[config.mk]
export PLATFORM = sky130hd
export DESIGN_NAME = svot_top
export DESIGN_NICKNAME = d
export VERILOG_FILES = /design/src/rtl/svot_pkg.sv /design/src/rtl/svot_natfreq.sv /design/src/rtl/svot_top.sv
export VERILOG_INCLUDE_DIRS = /design/src /design/src/rtl
export SDC_FILE = /design/constraint.sdc
export NUM_CORES = 1
export LEC_CHECK = 0
export BUFFER_PORTS_ARGS = -buffer_cell sky130_fd_sc_hd__buf_4
export CAP_MARGIN = 20
export CORE_MARGIN = 5
export CORE_UTILIZATION = 40
export DETAILED_ROUTE_END_ITERATION = 8
export PLACE_DENSITY = 0.66
export SLEW_MARGIN = 20
export SYNTH_ARGS = -nofsm -noshare
export SYNTH_HDL_FRONTEND = slang
export SYNTH_SLANG_ARGS = --single-unit
[constraint.sdc]
create_clock -name sys_clk -period 8.45 [get_ports sys_clk]
set_input_delay 1.2675 -clock sys_clk [delete_from_list [all_inputs] [get_ports sys_clk]]
set_output_delay 1.2675 -clock sys_clk [all_outputs]
set_load 0.02 [all_outputs]
[src/rtl/svot_cfg.svh]
`ifndef SVOT_CFG_SVH
`define SVOT_CFG_SVH
`define SVOT_CLK_NS      40
`define SVOT_SETTLE_NS   2000
`define SVOT_SETTLE_CYC  ((`SVOT_SETTLE_NS + `SVOT_CLK_NS - 1) / `SVOT_CLK_NS)
`define SVOT_FB_US       20000
`define SVOT_FB_CYC      ((`SVOT_FB_US * 1000) / `SVOT_CLK_NS)
`define SVOT_RB_OFF      2'h0
`define SVOT_RB_HS       2'h2
`define SVOT_RB_BOTH     2'h3
`define SVOT_LINK_CNT_W  5
`define SVOT_LINK_DATA   3'h4
`define SVOT_GAIN_SHIFT  8
`endif

[src/rtl/svot_pkg.sv]
package svot_pkg;
  typedef enum logic [3:0] {
    SVOT_OFF    = 4'b0000,
    SVOT_OPEN1  = 4'b0001,
    SVOT_OPEN2  = 4'b0010,
    SVOT_OPEN3  = 4'b0011,
    SVOT_ON     = 4'b0100,
    SVOT_CLOSE3 = 4'b0101,
    SVOT_CLOSE2 = 4'b0110,
    SVOT_CLOSE1 = 4'b0111,
    SVOT_FAULT  = 4'b1000
  } svot_state_e;
endpackage : svot_pkg

[src/rtl/svot_natfreq.sv]
`timescale 1ns/10ps
`default_nettype none
module svot_natfreq
  import svot_pkg::*;
(
  input  wire logic        sys_clk,
  input  wire logic        reset_n,
  input  wire logic        clk_en,
  input  wire logic        params_load,
  input  wire logic [31:0] axis_stiffness,
  input  wire logic [15:0] axis_mass,
  output logic             natfreq_busy,
  output logic [31:0]      natfreq_sq
);
  // Restoring division stiffness / mass, one quotient bit per cycle.
  logic        busy_r, busy_nxt;
  logic [5:0]  cnt_r, cnt_nxt;
  logic [16:0] rem_r, rem_nxt;
  logic [31:0] quo_r, quo_nxt;
  logic [15:0] div_r, div_nxt;
  logic [31:0] res_r, res_nxt;
  logic [16:0] rem_sh;

  always_comb begin
    busy_nxt = busy_r;
    cnt_nxt  = cnt_r;
    rem_nxt  = rem_r;
    quo_nxt  = quo_r;
    div_nxt  = div_r;
    res_nxt  = res_r;
    rem_sh   = {rem_r[15:0], quo_r[31]};
    if (params_load && !busy_r) begin
      busy_nxt = 1'b1;
      cnt_nxt  = 6'h00;
      rem_nxt  = 17'h00000;
      quo_nxt  = axis_stiffness;
      div_nxt  = axis_mass;
    end else if (busy_r) begin
      quo_nxt = {quo_r[30:0], 1'b0};
      rem_nxt = rem_sh;
      if (rem_sh >= {1'b0, div_r}) begin
        rem_nxt    = rem_sh - {1'b0, div_r};
        quo_nxt[0] = 1'b1;
      end
      cnt_nxt = cnt_r + 6'h01;
      if (cnt_r == 6'h1F) begin
        busy_nxt = 1'b0;
        res_nxt  = quo_nxt;
      end
    end
  end

  always_ff @(posedge sys_clk or negedge reset_n) begin
    if (!reset_n) begin
      busy_r <= 1'b0;
      cnt_r  <= 6'h00;
      rem_r  <= 17'h00000;
      quo_r  <= 32'h00000000;
      div_r  <= 16'h0000;
      res_r  <= 32'h00000000;
    end else if (clk_en) begin
      busy_r <= busy_nxt;
      cnt_r  <= cnt_nxt;
      rem_r  <= rem_nxt;
      quo_r  <= quo_nxt;
      div_r  <= div_nxt;
      res_r  <= res_nxt;
    end
  end

  assign natfreq_busy = busy_r;
  assign natfreq_sq   = res_r;
endmodule : svot_natfreq
`default_nettype wire

[src/rtl/svot_top.sv]
`timescale 1ns/10ps
`default_nettype none
`include "svot_cfg.svh"
module svot_top
  import svot_pkg::*;
#(
  parameter int FB_CYC = `SVOT_FB_CYC
)(
  input  wire logic        sys_clk,
  input  wire logic        reset_n,
  input  wire logic        clk_en,
  input  wire logic        safe_stop_request,
  input  wire logic        diag_hi_pin,
  input  wire logic        diag_lo_pin,
  input  wire logic        valve_fb_pin,
  input  wire logic        fault_clear,
  input  wire logic        ch1_valve_config,
  input  wire logic        ch2_valve_config,
  input  wire logic        params_load,
  input  wire logic [31:0] axis_stiffness,
  input  wire logic [15:0] axis_mass,
  input  wire logic [15:0] pos_setpoint,
  input  wire logic [15:0] pos_actual,
  output logic             hs_switch_on,
  output logic             ls_switch_on,
  output logic             valve_energized,
  output logic             ch1_valve_fault,
  output logic             ch2_valve_fault,
  output logic             test_busy,
  output logic             link_tx,
  output logic             natfreq_busy,
  output logic [31:0]      natfreq_sq,
  output logic [15:0]      ctrl_out
);
  localparam int FBW = $clog2(FB_CYC + 1);
  localparam logic [7:0] SETTLE = 8'(`SVOT_SETTLE_CYC);

  // Pin inputs: stop, diag hi, diag lo, valve feedback.
  logic [3:0] pin_in;
  logic [3:0] pin_s;
  assign pin_in = {valve_fb_pin, diag_lo_pin, diag_hi_pin, safe_stop_request};

  genvar gi;
  generate
    for (gi = 0; gi < 4; gi++) begin : g_sync
      logic meta_r;
      logic sync_r;
      always_ff @(posedge sys_clk or negedge reset_n) begin
        if (!reset_n) begin
          meta_r <= 1'b0;
          sync_r <= 1'b0;
        end else if (clk_en) begin
          meta_r <= pin_in[gi];
          sync_r <= meta_r;
        end
      end
      assign pin_s[gi] = sync_r;
    end
  endgenerate

  logic       stop_s;
  logic [1:0] rb_s;
  logic       fb_s;
  assign stop_s = pin_s[0];
  assign rb_s   = {pin_s[1], pin_s[2]};
  assign fb_s   = pin_s[3];

  // Commanded readback pattern for each sequencer state.
  function automatic logic [1:0] svot_cmd(input svot_state_e s);
    case (s)
      SVOT_OPEN2, SVOT_CLOSE2:           svot_cmd = `SVOT_RB_HS;
      SVOT_OPEN3, SVOT_ON, SVOT_CLOSE3:  svot_cmd = `SVOT_RB_BOTH;
      default:                           svot_cmd = `SVOT_RB_OFF;
    endcase
  endfunction : svot_cmd

  svot_state_e    st_r, st_nxt;
  logic [7:0]     settle_r, settle_nxt;
  logic [FBW-1:0] fb_cnt_r, fb_cnt_nxt;
  logic           hs_r, hs_nxt;
  logic           ls_r, ls_nxt;
  logic           f1_r, f1_nxt;
  logic           f2_r, f2_nxt;
  logic           chk_en;
  logic           stable;
  logic           fb_due;
  logic           f1_set;
  logic           f2_set;

  assign chk_en = (settle_r == 8'h00);
  assign stable = (st_r == SVOT_OFF) || (st_r == SVOT_ON);
  assign fb_due = stable && (fb_cnt_r == FBW'(FB_CYC));

  // Channel one trusts the state table; channel two trusts the switch flops.
  // Keeping the two references apart lets a corrupted state be caught.
  always_comb begin
    f1_set = 1'b0;
    f2_set = 1'b0;
    if (chk_en) begin
      if (rb_s != svot_cmd(st_r)) begin
        f1_set = 1'b1;
      end
      if (rb_s != {hs_r, ls_r}) begin
        f2_set = 1'b1;
      end
    end
    if (fb_due) begin
      if (ch1_valve_config && (fb_s != (st_r == SVOT_ON))) begin
        f1_set = 1'b1;
      end
      if (ch2_valve_config && (fb_s != (hs_r & ls_r))) begin
        f2_set = 1'b1;
      end
    end
  end

  always_comb begin
    st_nxt = st_r;
    f1_nxt = f1_set | (f1_r & ~fault_clear);
    f2_nxt = f2_set | (f2_r & ~fault_clear);
    if ((st_r != SVOT_FAULT) && (f1_set || f2_set || f1_r || f2_r)) begin
      st_nxt = SVOT_FAULT;
    end else begin
      case (st_r)
        SVOT_OFF: begin
          if (!stop_s) begin
            st_nxt = SVOT_OPEN1;
          end
        end
        SVOT_OPEN1: begin
          if (chk_en) begin
            st_nxt = stop_s ? SVOT_OFF : SVOT_OPEN2;
          end
        end
        SVOT_OPEN2: begin
          if (chk_en) begin
            st_nxt = stop_s ? SVOT_CLOSE1 : SVOT_OPEN3;
          end
        end
        SVOT_OPEN3: begin
          if (chk_en) begin
            st_nxt = stop_s ? SVOT_CLOSE3 : SVOT_ON;
          end
        end
        SVOT_ON: begin
          if (stop_s) begin
            st_nxt = SVOT_CLOSE3;
          end
        end
        SVOT_CLOSE3: begin
          if (chk_en) begin
            st_nxt = SVOT_CLOSE2;
          end
        end
        SVOT_CLOSE2: begin
          if (chk_en) begin
            st_nxt = SVOT_CLOSE1;
          end
        end
        SVOT_CLOSE1: begin
          if (chk_en) begin
            st_nxt = SVOT_OFF;
          end
        end
        SVOT_FAULT: begin
          // A fresh stop select is demanded before the switches may move again.
          if (fault_clear && !f1_set && !f2_set && stop_s) begin
            st_nxt = SVOT_OFF;
          end
        end
        default: st_nxt = SVOT_FAULT;
      endcase
    end
    {hs_nxt, ls_nxt} = svot_cmd(st_nxt);
    settle_nxt = (st_nxt != st_r) ? SETTLE : (chk_en ? 8'h00 : settle_r - 8'h01);
    fb_cnt_nxt = fb_cnt_r;
    if (st_nxt != st_r) begin
      fb_cnt_nxt = '0;
    end else if (!fb_due) begin
      fb_cnt_nxt = fb_cnt_r + FBW'(1);
    end
  end

  always_ff @(posedge sys_clk or negedge reset_n) begin
    if (!reset_n) begin
      st_r     <= SVOT_OFF;
      settle_r <= 8'h00;
      fb_cnt_r <= '0;
      hs_r     <= 1'b0;
      ls_r     <= 1'b0;
      f1_r     <= 1'b0;
      f2_r     <= 1'b0;
    end else if (clk_en) begin
      st_r     <= st_nxt;
      settle_r <= settle_nxt;
      fb_cnt_r <= fb_cnt_nxt;
      hs_r     <= hs_nxt;
      ls_r     <= ls_nxt;
      f1_r     <= f1_nxt;
      f2_r     <= f2_nxt;
    end
  end

  // Serial link frame: start, diag hi, diag lo, odd parity, then four idle bits.
  logic [`SVOT_LINK_CNT_W-1:0] lk_cnt_r, lk_cnt_nxt;
  logic [3:0]                  lk_frm_r, lk_frm_nxt;
  logic                        tx_r, tx_nxt;
  logic [2:0]                  lk_idx;

  assign lk_idx = lk_cnt_r[`SVOT_LINK_CNT_W-1:2];

  always_comb begin
    lk_cnt_nxt = lk_cnt_r + 5'h01;
    lk_frm_nxt = lk_frm_r;
    if (lk_cnt_r == 5'h00) begin
      lk_frm_nxt = {~(rb_s[1] ^ rb_s[0] ^ 1'b1), rb_s[0], rb_s[1], 1'b1};
    end
    tx_nxt = (lk_idx < `SVOT_LINK_DATA) ? lk_frm_nxt[lk_idx[1:0]] : 1'b0;
  end

  always_ff @(posedge sys_clk or negedge reset_n) begin
    if (!reset_n) begin
      lk_cnt_r <= 5'h00;
      lk_frm_r <= 4'h0;
      tx_r     <= 1'b0;
    end else if (clk_en) begin
      lk_cnt_r <= lk_cnt_nxt;
      lk_frm_r <= lk_frm_nxt;
      tx_r     <= tx_nxt;
    end
  end

  // Proportional position loop scaled by the natural frequency term.
  // Output register loads zero while the valve is off, so stored drive clears one cycle after the valve closes.
  logic [15:0]        gain;
  logic signed [16:0] err;
  logic signed [33:0] prod;
  logic signed [33:0] scaled;
  logic [15:0]        ctl_r, ctl_nxt;

  svot_natfreq u_natfreq (
    .sys_clk        (sys_clk),
    .reset_n        (reset_n),
    .clk_en         (clk_en),
    .params_load    (params_load),
    .axis_stiffness (axis_stiffness),
    .axis_mass      (axis_mass),
    .natfreq_busy   (natfreq_busy),
    .natfreq_sq     (natfreq_sq)
  );

  always_comb begin
    gain   = (natfreq_sq[31:16] != 16'h0000) ? 16'hFFFF : natfreq_sq[15:0];
    err    = $signed({pos_setpoint[15], pos_setpoint}) - $signed({pos_actual[15], pos_actual});
    prod   = err * $signed({1'b0, gain});
    scaled = prod >>> `SVOT_GAIN_SHIFT;
    if (!(hs_r && ls_r)) begin
      ctl_nxt = 16'h0000;
    end else if (scaled > 34'sh0000_7FFF) begin
      ctl_nxt = 16'h7FFF;
    end else if (scaled < -34'sh0000_8000) begin
      ctl_nxt = 16'h8000;
    end else begin
      ctl_nxt = scaled[15:0];
    end
  end

  always_ff @(posedge sys_clk or negedge reset_n) begin
    if (!reset_n) begin
      ctl_r <= 16'h0000;
    end else if (clk_en) begin
      ctl_r <= ctl_nxt;
    end
  end

  assign hs_switch_on    = hs_r;
  assign ls_switch_on    = ls_r;
  assign valve_energized = hs_r & ls_r;
  assign ch1_valve_fault = f1_r;
  assign ch2_valve_fault = f2_r;
  assign test_busy       = !stable && (st_r != SVOT_FAULT);
  assign link_tx         = tx_r;
  assign ctrl_out        = ctl_r;
endmodule : svot_top
`default_nettype wire

==> flow_metrics.env, run 1 <==
export IMPL_outcome="complete, but fails checks"
export IMPL_violations="setup timing"
export IMPL_overflow=0
export IMPL_layout_commonest_cell="inv_1"
export IMPL_skew_ns=0.00932
export IMPL_critPathBufInv=16
export IMPL_root_buffer="clkbuf_16"
export IMPL_final_setup_viol_count=16
export IMPL_wl_per_cell_um=16.7
export IMPL_rsz0062_at_grt="yes"
export IMPL_fin_crit_sh_pct=105
export IMPL_r2r_end="ctrl_out[2]"
export IMPL_cts_buffers=17
export IMPL_timing_critical_path_mode_cell="buf_4"
export IMPL_cp_max_fo=14
export IMPL_cap_violations=0
export IMPL_core_rowCount=81
export IMPL_synth_edff_count=0
export IMPL_start_kind="input pin"
export IMPL_die_y_um=233
export IMPL_clock_sinks=172
export IMPL_syn_to_final_growth_pct=23.9
export IMPL_vias_per_cell=5.10
export IMPL_synthCells=2184
export IMPL_insertion_delay_ns=0.44
export IMPL_firstDrtPassIters=5
export IMPL_async_flop_share_pct=100
export IMPL_io_pin_count=147
export IMPL_track_usage_pct=20.2
export IMPL_worstSetupPathType="input pin to flop"
export IMPL_period_needed_ns=8.88
export IMPL_port_buffers=146
export IMPL_worst_slew_pin_slew_ns=0.919
export IMPL_hold_viol=0
export IMPL_fin_util_pct=50.1
export IMPL_dp_hpwl_um=43100
export IMPL_ys_types=85
export IMPL_timing_fmax_mhz=113
export IMPL_slowest_stage="fa_1"
export IMPL_reg2reg_depth=29
export IMPL_grt_max_degree=101
export IMPL_crit_required_ns=8.77
export IMPL_rrSetupSlack_ns=0.66
export IMPL_syn_avg_cell_area_sq_um=9.09
export IMPL_yosysSeqAreaShare_pct=21.7
export IMPL_nFillCells=4551
export IMPL_initial_core_util_pct=40.5
export IMPL_routed_wl_um=53200
export IMPL_die_x_um=233
export IMPL_seqCellArea_sq_um=4300
export IMPL_hold_end="lk_frm_r[0]"
export IMPL_final_cell_mix="inv_1 (401), buf_4 (374), fa_1 (261)"
export IMPL_rr_startpoint="u_natfreq.natfreq_sq[27]"
export IMPL_clk_pin_slew_ns=0.07
export IMPL_h_tree_depth=4
export IMPL_crit_family="adder cells"
export IMPL_first_iter_violations=919
export IMPL_synth_warnings=0
export IMPL_clock_path_buffers=2
export IMPL_drtAntennaViolNets=0
export IMPL_hold_start="lk_frm_r[0]"
export IMPL_die_area_sq_um=54200
export IMPL_gp_congestion=0.940
export IMPL_endpoint_kind="flop"
export IMPL_grt_first_pass_wirelength_um=89300
export IMPL_critPathMaxStageDelay_ns=0.56
export IMPL_relSlewSlack_pct=38.7
export IMPL_via_count=16200
export IMPL_tns_ns=-6.22
export IMPL_fin_nets=2998
export IMPL_synth_area_sq_um=19800
export IMPL_finalMaxSlewViolations=0
export IMPL_diodes=0
export IMPL_drc=0
export IMPL_coreArea_sq_um=49100
export IMPL_worst_slack_ns=-0.426
export IMPL_syn_nets=2672
export IMPL_drive_above_1_share_pct=25.1
export IMPL_hold_path_depth=1
export IMPL_synth_seq_cells=172
export IMPL_antenna_found_initial=0
export IMPL_hold_path_class="flop to flop"
export IMPL_multi_input_area_sq_um=14300
export IMPL_cts_tree="yes"
export IMPL_yosys_most_used_dff="dfrtp_1"
export IMPL_crit_arrival_ns=9.20
export IMPL_grt_pass1_vias=17200
export IMPL_crit_start="pos_actual[1]"
cell type report:
cell class | count | share of cell area [%]
Clock inverter | 14 | 0.656
Sequential cell | 172 | 17.5
Timing Repair Buffer | 387 | 12.2
Multi-Input combinational cell | 1516 | 58.2
Inverter | 416 | 6.40
Tap cell | 664 | 3.38
Clock buffer | 18 | 1.75
sequential cells by signal, summed over array words and instances, names as in the netlist, 3 cells and up:
name / flops
u_natfreq.cnt_r: 6
g_sync.meta_r: 4
fb_cnt_r: 19
u_natfreq.natfreq_sq: 32
settle_r: 8
ctrl_out: 16
u_natfreq.rem_r: 16
st_r: 4
lk_cnt_r: 5
u_natfreq.div_r: 16
u_natfreq.quo_r: 32
lk_frm_r: 4
g_sync.sync_r: 3
synth_stat cells, types with 6 or more instances:
cell type  count  area (sq um)
and3_1        13          81.3
o2111ai_1      6          52.6
maj3_1         6          60.1
xor2_1        29           254
o21a_1         9          67.6
mux2i_1       15           150
a22o_1         6          52.6
buf_1          7          26.3
nor3_1        27           135
ha_1         124          1550
nor2b_1       15          93.8
nor4_1        10          62.6
or3_1          9          56.3
nand2b_1       8          50.1
clkbuf_1      64           240
a21oi_1       44           220
mux2_2        58           653
nand2_1      234           878
nand3_1       23           115
nor2_1       241           905
a21o_1        15           113
inv_1        415          1560
nand4_1       21           131
a22oi_1       31           233
o21ai_0       86           430
fa_1         273          5470
dfrtp_1      172          4300
a211oi_1       8          60.1
a221o_1       14           140
a31oi_1        6          37.5
or2_2         21           131
xnor2_1       67           587
metrics by stage:
step | area, sq um | hold slack, ns | instances | setup slack, ns
after floorplan | 20200 | 0.431 | 2184 | -0.555
after global placement | 23300 | 0.449 | 3118 | -1.13
after detailed placement | 23300 | 0.448 | 3118 | -1.25
after CTS | 24300 | 0.465 | 3174 | -0.493
after global routing | 24600 | 0.484 | 3187 | -0.732
final | 24600 | 0.465 | 3187 | -0.426
routing by layer:
metal	wire (um)	GRT usage (%)
met5	0	0
met4	1650	5.85
met3	2810	3.00
met2	25200	33.3
met1	23500	27.9
kinds of logic after synthesis:
group / synth area share, %
flops: 21.7
simple gates: 14.4
mux: 4.16
buf+inv: 9.53
compound gates: 10.3
xor+xnor: 4.24
fa+ha+maj: 35.7
worst register-to-register path, delay by kind of cell, from the launching register on:
kind / cells / cell delay [ns]
compound gates: 8 / 1.56
buf+inv: 8 / 1.10
fa+ha+maj: 7 / 3.23
simple gates: 6 / 1.38
flops: 1 / 0.40
how the worst max path moves through the flow:
stage,to,slack (ns),depth (start not counted)
finish,ctrl_out[2],-0.43,40
CTS,ctrl_out[0],-0.49,38
floorplan,ctrl_out[10],-0.55,36
detailed placement,ctrl_out[1],-1.25,34
global placement,ctrl_out[2],-1.13,34
global route,ctrl_out[14],-0.73,36
what timing repair did:
action                                 CTS  global route
hold buffers                             0             0
endpoints found under the hold margin    0             0
setup buffers                           23            15
gates cloned                             1             0
resized for setup                       54            52
setup endpoints to repair               16            16
pin swaps                               21            76
Power of run 1 is not shown: default switching activity piles up to over one toggle a cycle in this logic, so the estimate is an artifact.
==> inputs of run 2 (changes only) <==
PLACE_DENSITY = default   (was 0.66)
SYNTH_HIERARCHICAL = 1   (was default)
==> flow_metrics.env, run 2 <==
export IMPL_outcome="complete, but fails checks"
export IMPL_violations="setup timing"
export IMPL_antenna_found_initial=0
export IMPL_fin_util_pct=50.1
export IMPL_crit_family="adder cells"
export IMPL_yosysSeqAreaShare_pct=19.9
export IMPL_synth_seq_cells=172
export IMPL_holdBufCountCts=0
export IMPL_groute_layer_met3_usage_pct=4.45
export IMPL_vias_per_cell=5.34
export IMPL_grtUsageMet1_pct=28.2
export IMPL_drc=0
export IMPL_overflow=0
export IMPL_dpl_cell_area_sq_um=25500
export IMPL_cts_buffers=17
export IMPL_synth_compound_area_share_pct=14.6
export IMPL_endpoint_kind="flop"
export IMPL_synth_top_cell_area_share_pct=25.3
export IMPL_die_x_um=242
export IMPL_dp_hpwl_um=50100
export IMPL_core_rowCount=85
export IMPL_relSlewSlack_pct=27.9
export IMPL_h_tree_depth=4
export IMPL_busiest_layer="met2"
export IMPL_first_iter_violations=1063
export IMPL_gp_congestion=0.926
export IMPL_grt_first_pass_wirelength_um=103000
export IMPL_critPathBufInv=8
export IMPL_clk_pin_slew_ns=0.07
export IMPL_fin_crit_sh_pct=109
export IMPL_synth_top_family_by_area="adder cells"
export IMPL_hold_path_class="flop to flop"
export IMPL_clock_sinks=172
export IMPL_syn_nets=2929
export IMPL_synth_warnings=6
export IMPL_coreArea_sq_um=53600
export IMPL_synth_xor_area_share_pct=3.28
export IMPL_synthCells=2441
export IMPL_timing_critical_path_mode_cell="fa_1"
export IMPL_worst_slew_pin_slew_ns=1.08
export IMPL_critPathMaxStageDelay_ns=0.56
export IMPL_yosys_most_used_dff="dfrtp_1"
export IMPL_synth_mux_area_fraction_pct=3.17
export IMPL_period_needed_ns=9.21
export IMPL_root_buffer="clkbuf_16"
export IMPL_synth_edff_count=0
export IMPL_synth_area_sq_um=21600
export IMPL_ys_top_cells_by_area="fa_1 (25%), dfrtp_1 (20%), inv_1 (7.4%)"
export IMPL_io_pin_count=147
export IMPL_async_flop_share_pct=100
export IMPL_die_area_sq_um=58700
export IMPL_stdcell_area_sq_um=26900
export IMPL_diodes=0
export IMPL_firstDrtPassIters=5
export IMPL_synthSimpleGateAreaFrac_pct=16.3
export IMPL_via_count=18800
export IMPL_hold_viol=0
export IMPL_cap_violations=0
export IMPL_worstSetupPathType="input pin to flop"
export IMPL_fin_nets=3304
export IMPL_wl_per_cell_um=18.0
export IMPL_ys_types=107
export IMPL_track_usage_pct=21.5
export IMPL_crit_required_ns=8.81
export IMPL_die_y_um=242
export IMPL_final_cell_mix="buf_4 (463), inv_1 (406), fa_1 (260)"
export IMPL_port_buffers=146
export IMPL_grt_max_degree=95
export IMPL_synth_most_common_cell="inv_1"
export IMPL_grt_pass1_vias=19500
export IMPL_timing_fmax_mhz=109
export IMPL_initial_core_util_pct=40.3
export IMPL_globalRouteMet2Util_pct=36.2
export IMPL_slowest_stage="fa_1"
export IMPL_synth_top_cell_by_area="fa_1"
export IMPL_layout_commonest_cell="buf_4"
export IMPL_insertion_delay_ns=0.47
export IMPL_rsz0062_at_grt="yes"
export IMPL_syn_to_final_growth_pct=24.5
export IMPL_final_setup_viol_count=16
export IMPL_clock_path_buffers=2
export IMPL_routed_wl_um=63500
export IMPL_cp_max_fo=15
export IMPL_synth_commonest_cells="inv_1 (425), fa_1 (273), nor2_1 (241)"
export IMPL_cts_tree="yes"
export IMPL_worst_slack_ns=-0.764
export IMPL_post_place_ws_ns=-1.76
export IMPL_drive_above_1_share_pct=26.0
export IMPL_yosys_area_share_adder_pct=32.8
export IMPL_tns_ns=-11.26
export IMPL_syn_avg_cell_area_sq_um=8.84
export IMPL_skew_ns=0.0157
export IMPL_drtAntennaViolNets=0
export IMPL_crit_arrival_ns=9.57
export IMPL_finalMaxSlewViolations=0
export IMPL_start_kind="input pin"
[run 2: cell types whose count changed in the layout (fill, tap and decap cells not counted), moves of 11 or more]
cell	before	now
buf_4	374	463
a21oi_1	40	83
nand2_1	226	192
a31oi_1	6	39
nand3b_1	0	32
nor3_1	22	53
a22oi_1	31	2
o22ai_1	5	34
o211ai_1	4	25
mux2i_1	15	2
xnor2_1	63	51
o31ai_1	4	15
[run 2: cells by family after synthesis]
| family | count (synthesis) |
|---|---|
| buf+inv | 550 |
| simple gates | 723 |
| mux | 60 |
| fa+ha+maj | 403 |
| compound gates | 453 |
| xor+xnor | 80 |
| flops | 172 |
[run 2: path summary, 6_finish.rpt]
kind | start | to | slack, ns | cells past startpoint
hold / removal | lk_frm_r[0] | lk_frm_r[0] | 0.47 | 1
setup / recovery | pos_setpoint[0] | ctrl_out[5] | -0.76 | 35
hold reg to reg | lk_frm_r[0] | lk_frm_r[0] | 0.47 | 1
setup reg to reg | u_natfreq/natfreq_sq[20] | ctrl_out[1] | -0.22 | 29
min in group asynchronous | reset_n | u_natfreq/rem_r[6] | 0.86 | 1
max in group asynchronous | reset_n | ctrl_out[7] | 6.39 | 2
[run 2: area by class of cell]
class	count	area (sq um)
Fill cell	5193	26700
Multi-Input combinational cell	1720	15800
Sequential cell	172	4300
Timing Repair Buffer	479	3720
Inverter	426	1610
Tap cell	696	871
Clock buffer	19	453
Clock inverter	12	138
[run 2: stage by stage]
stage,hold WS [ns],std cells
after global placement,0.447,3463
after CTS,0.471,3516
after detailed placement,0.447,3463
final,0.474,3524
after global routing,0.481,3524
after floorplan,0.431,2441
[run 2: timing repair]
| item | CTS | global route |
|---|---|---|
| pin swaps | 94 | 45 |
| setup buffers | 22 | 7 |
| resized for setup | 82 | 31 |
| cloned | 2 | 0 |
| endpoints found under the setup margin | 16 | 16 |
[run 2: routing by layer]
layer	up-vias	part of all wire [%]
li1	8837	-
met1	9415	43
met2	477	49
met3	86	5.8
met4	0	2.2
met5	-	0
Power of run 2 is left out for the same reason.
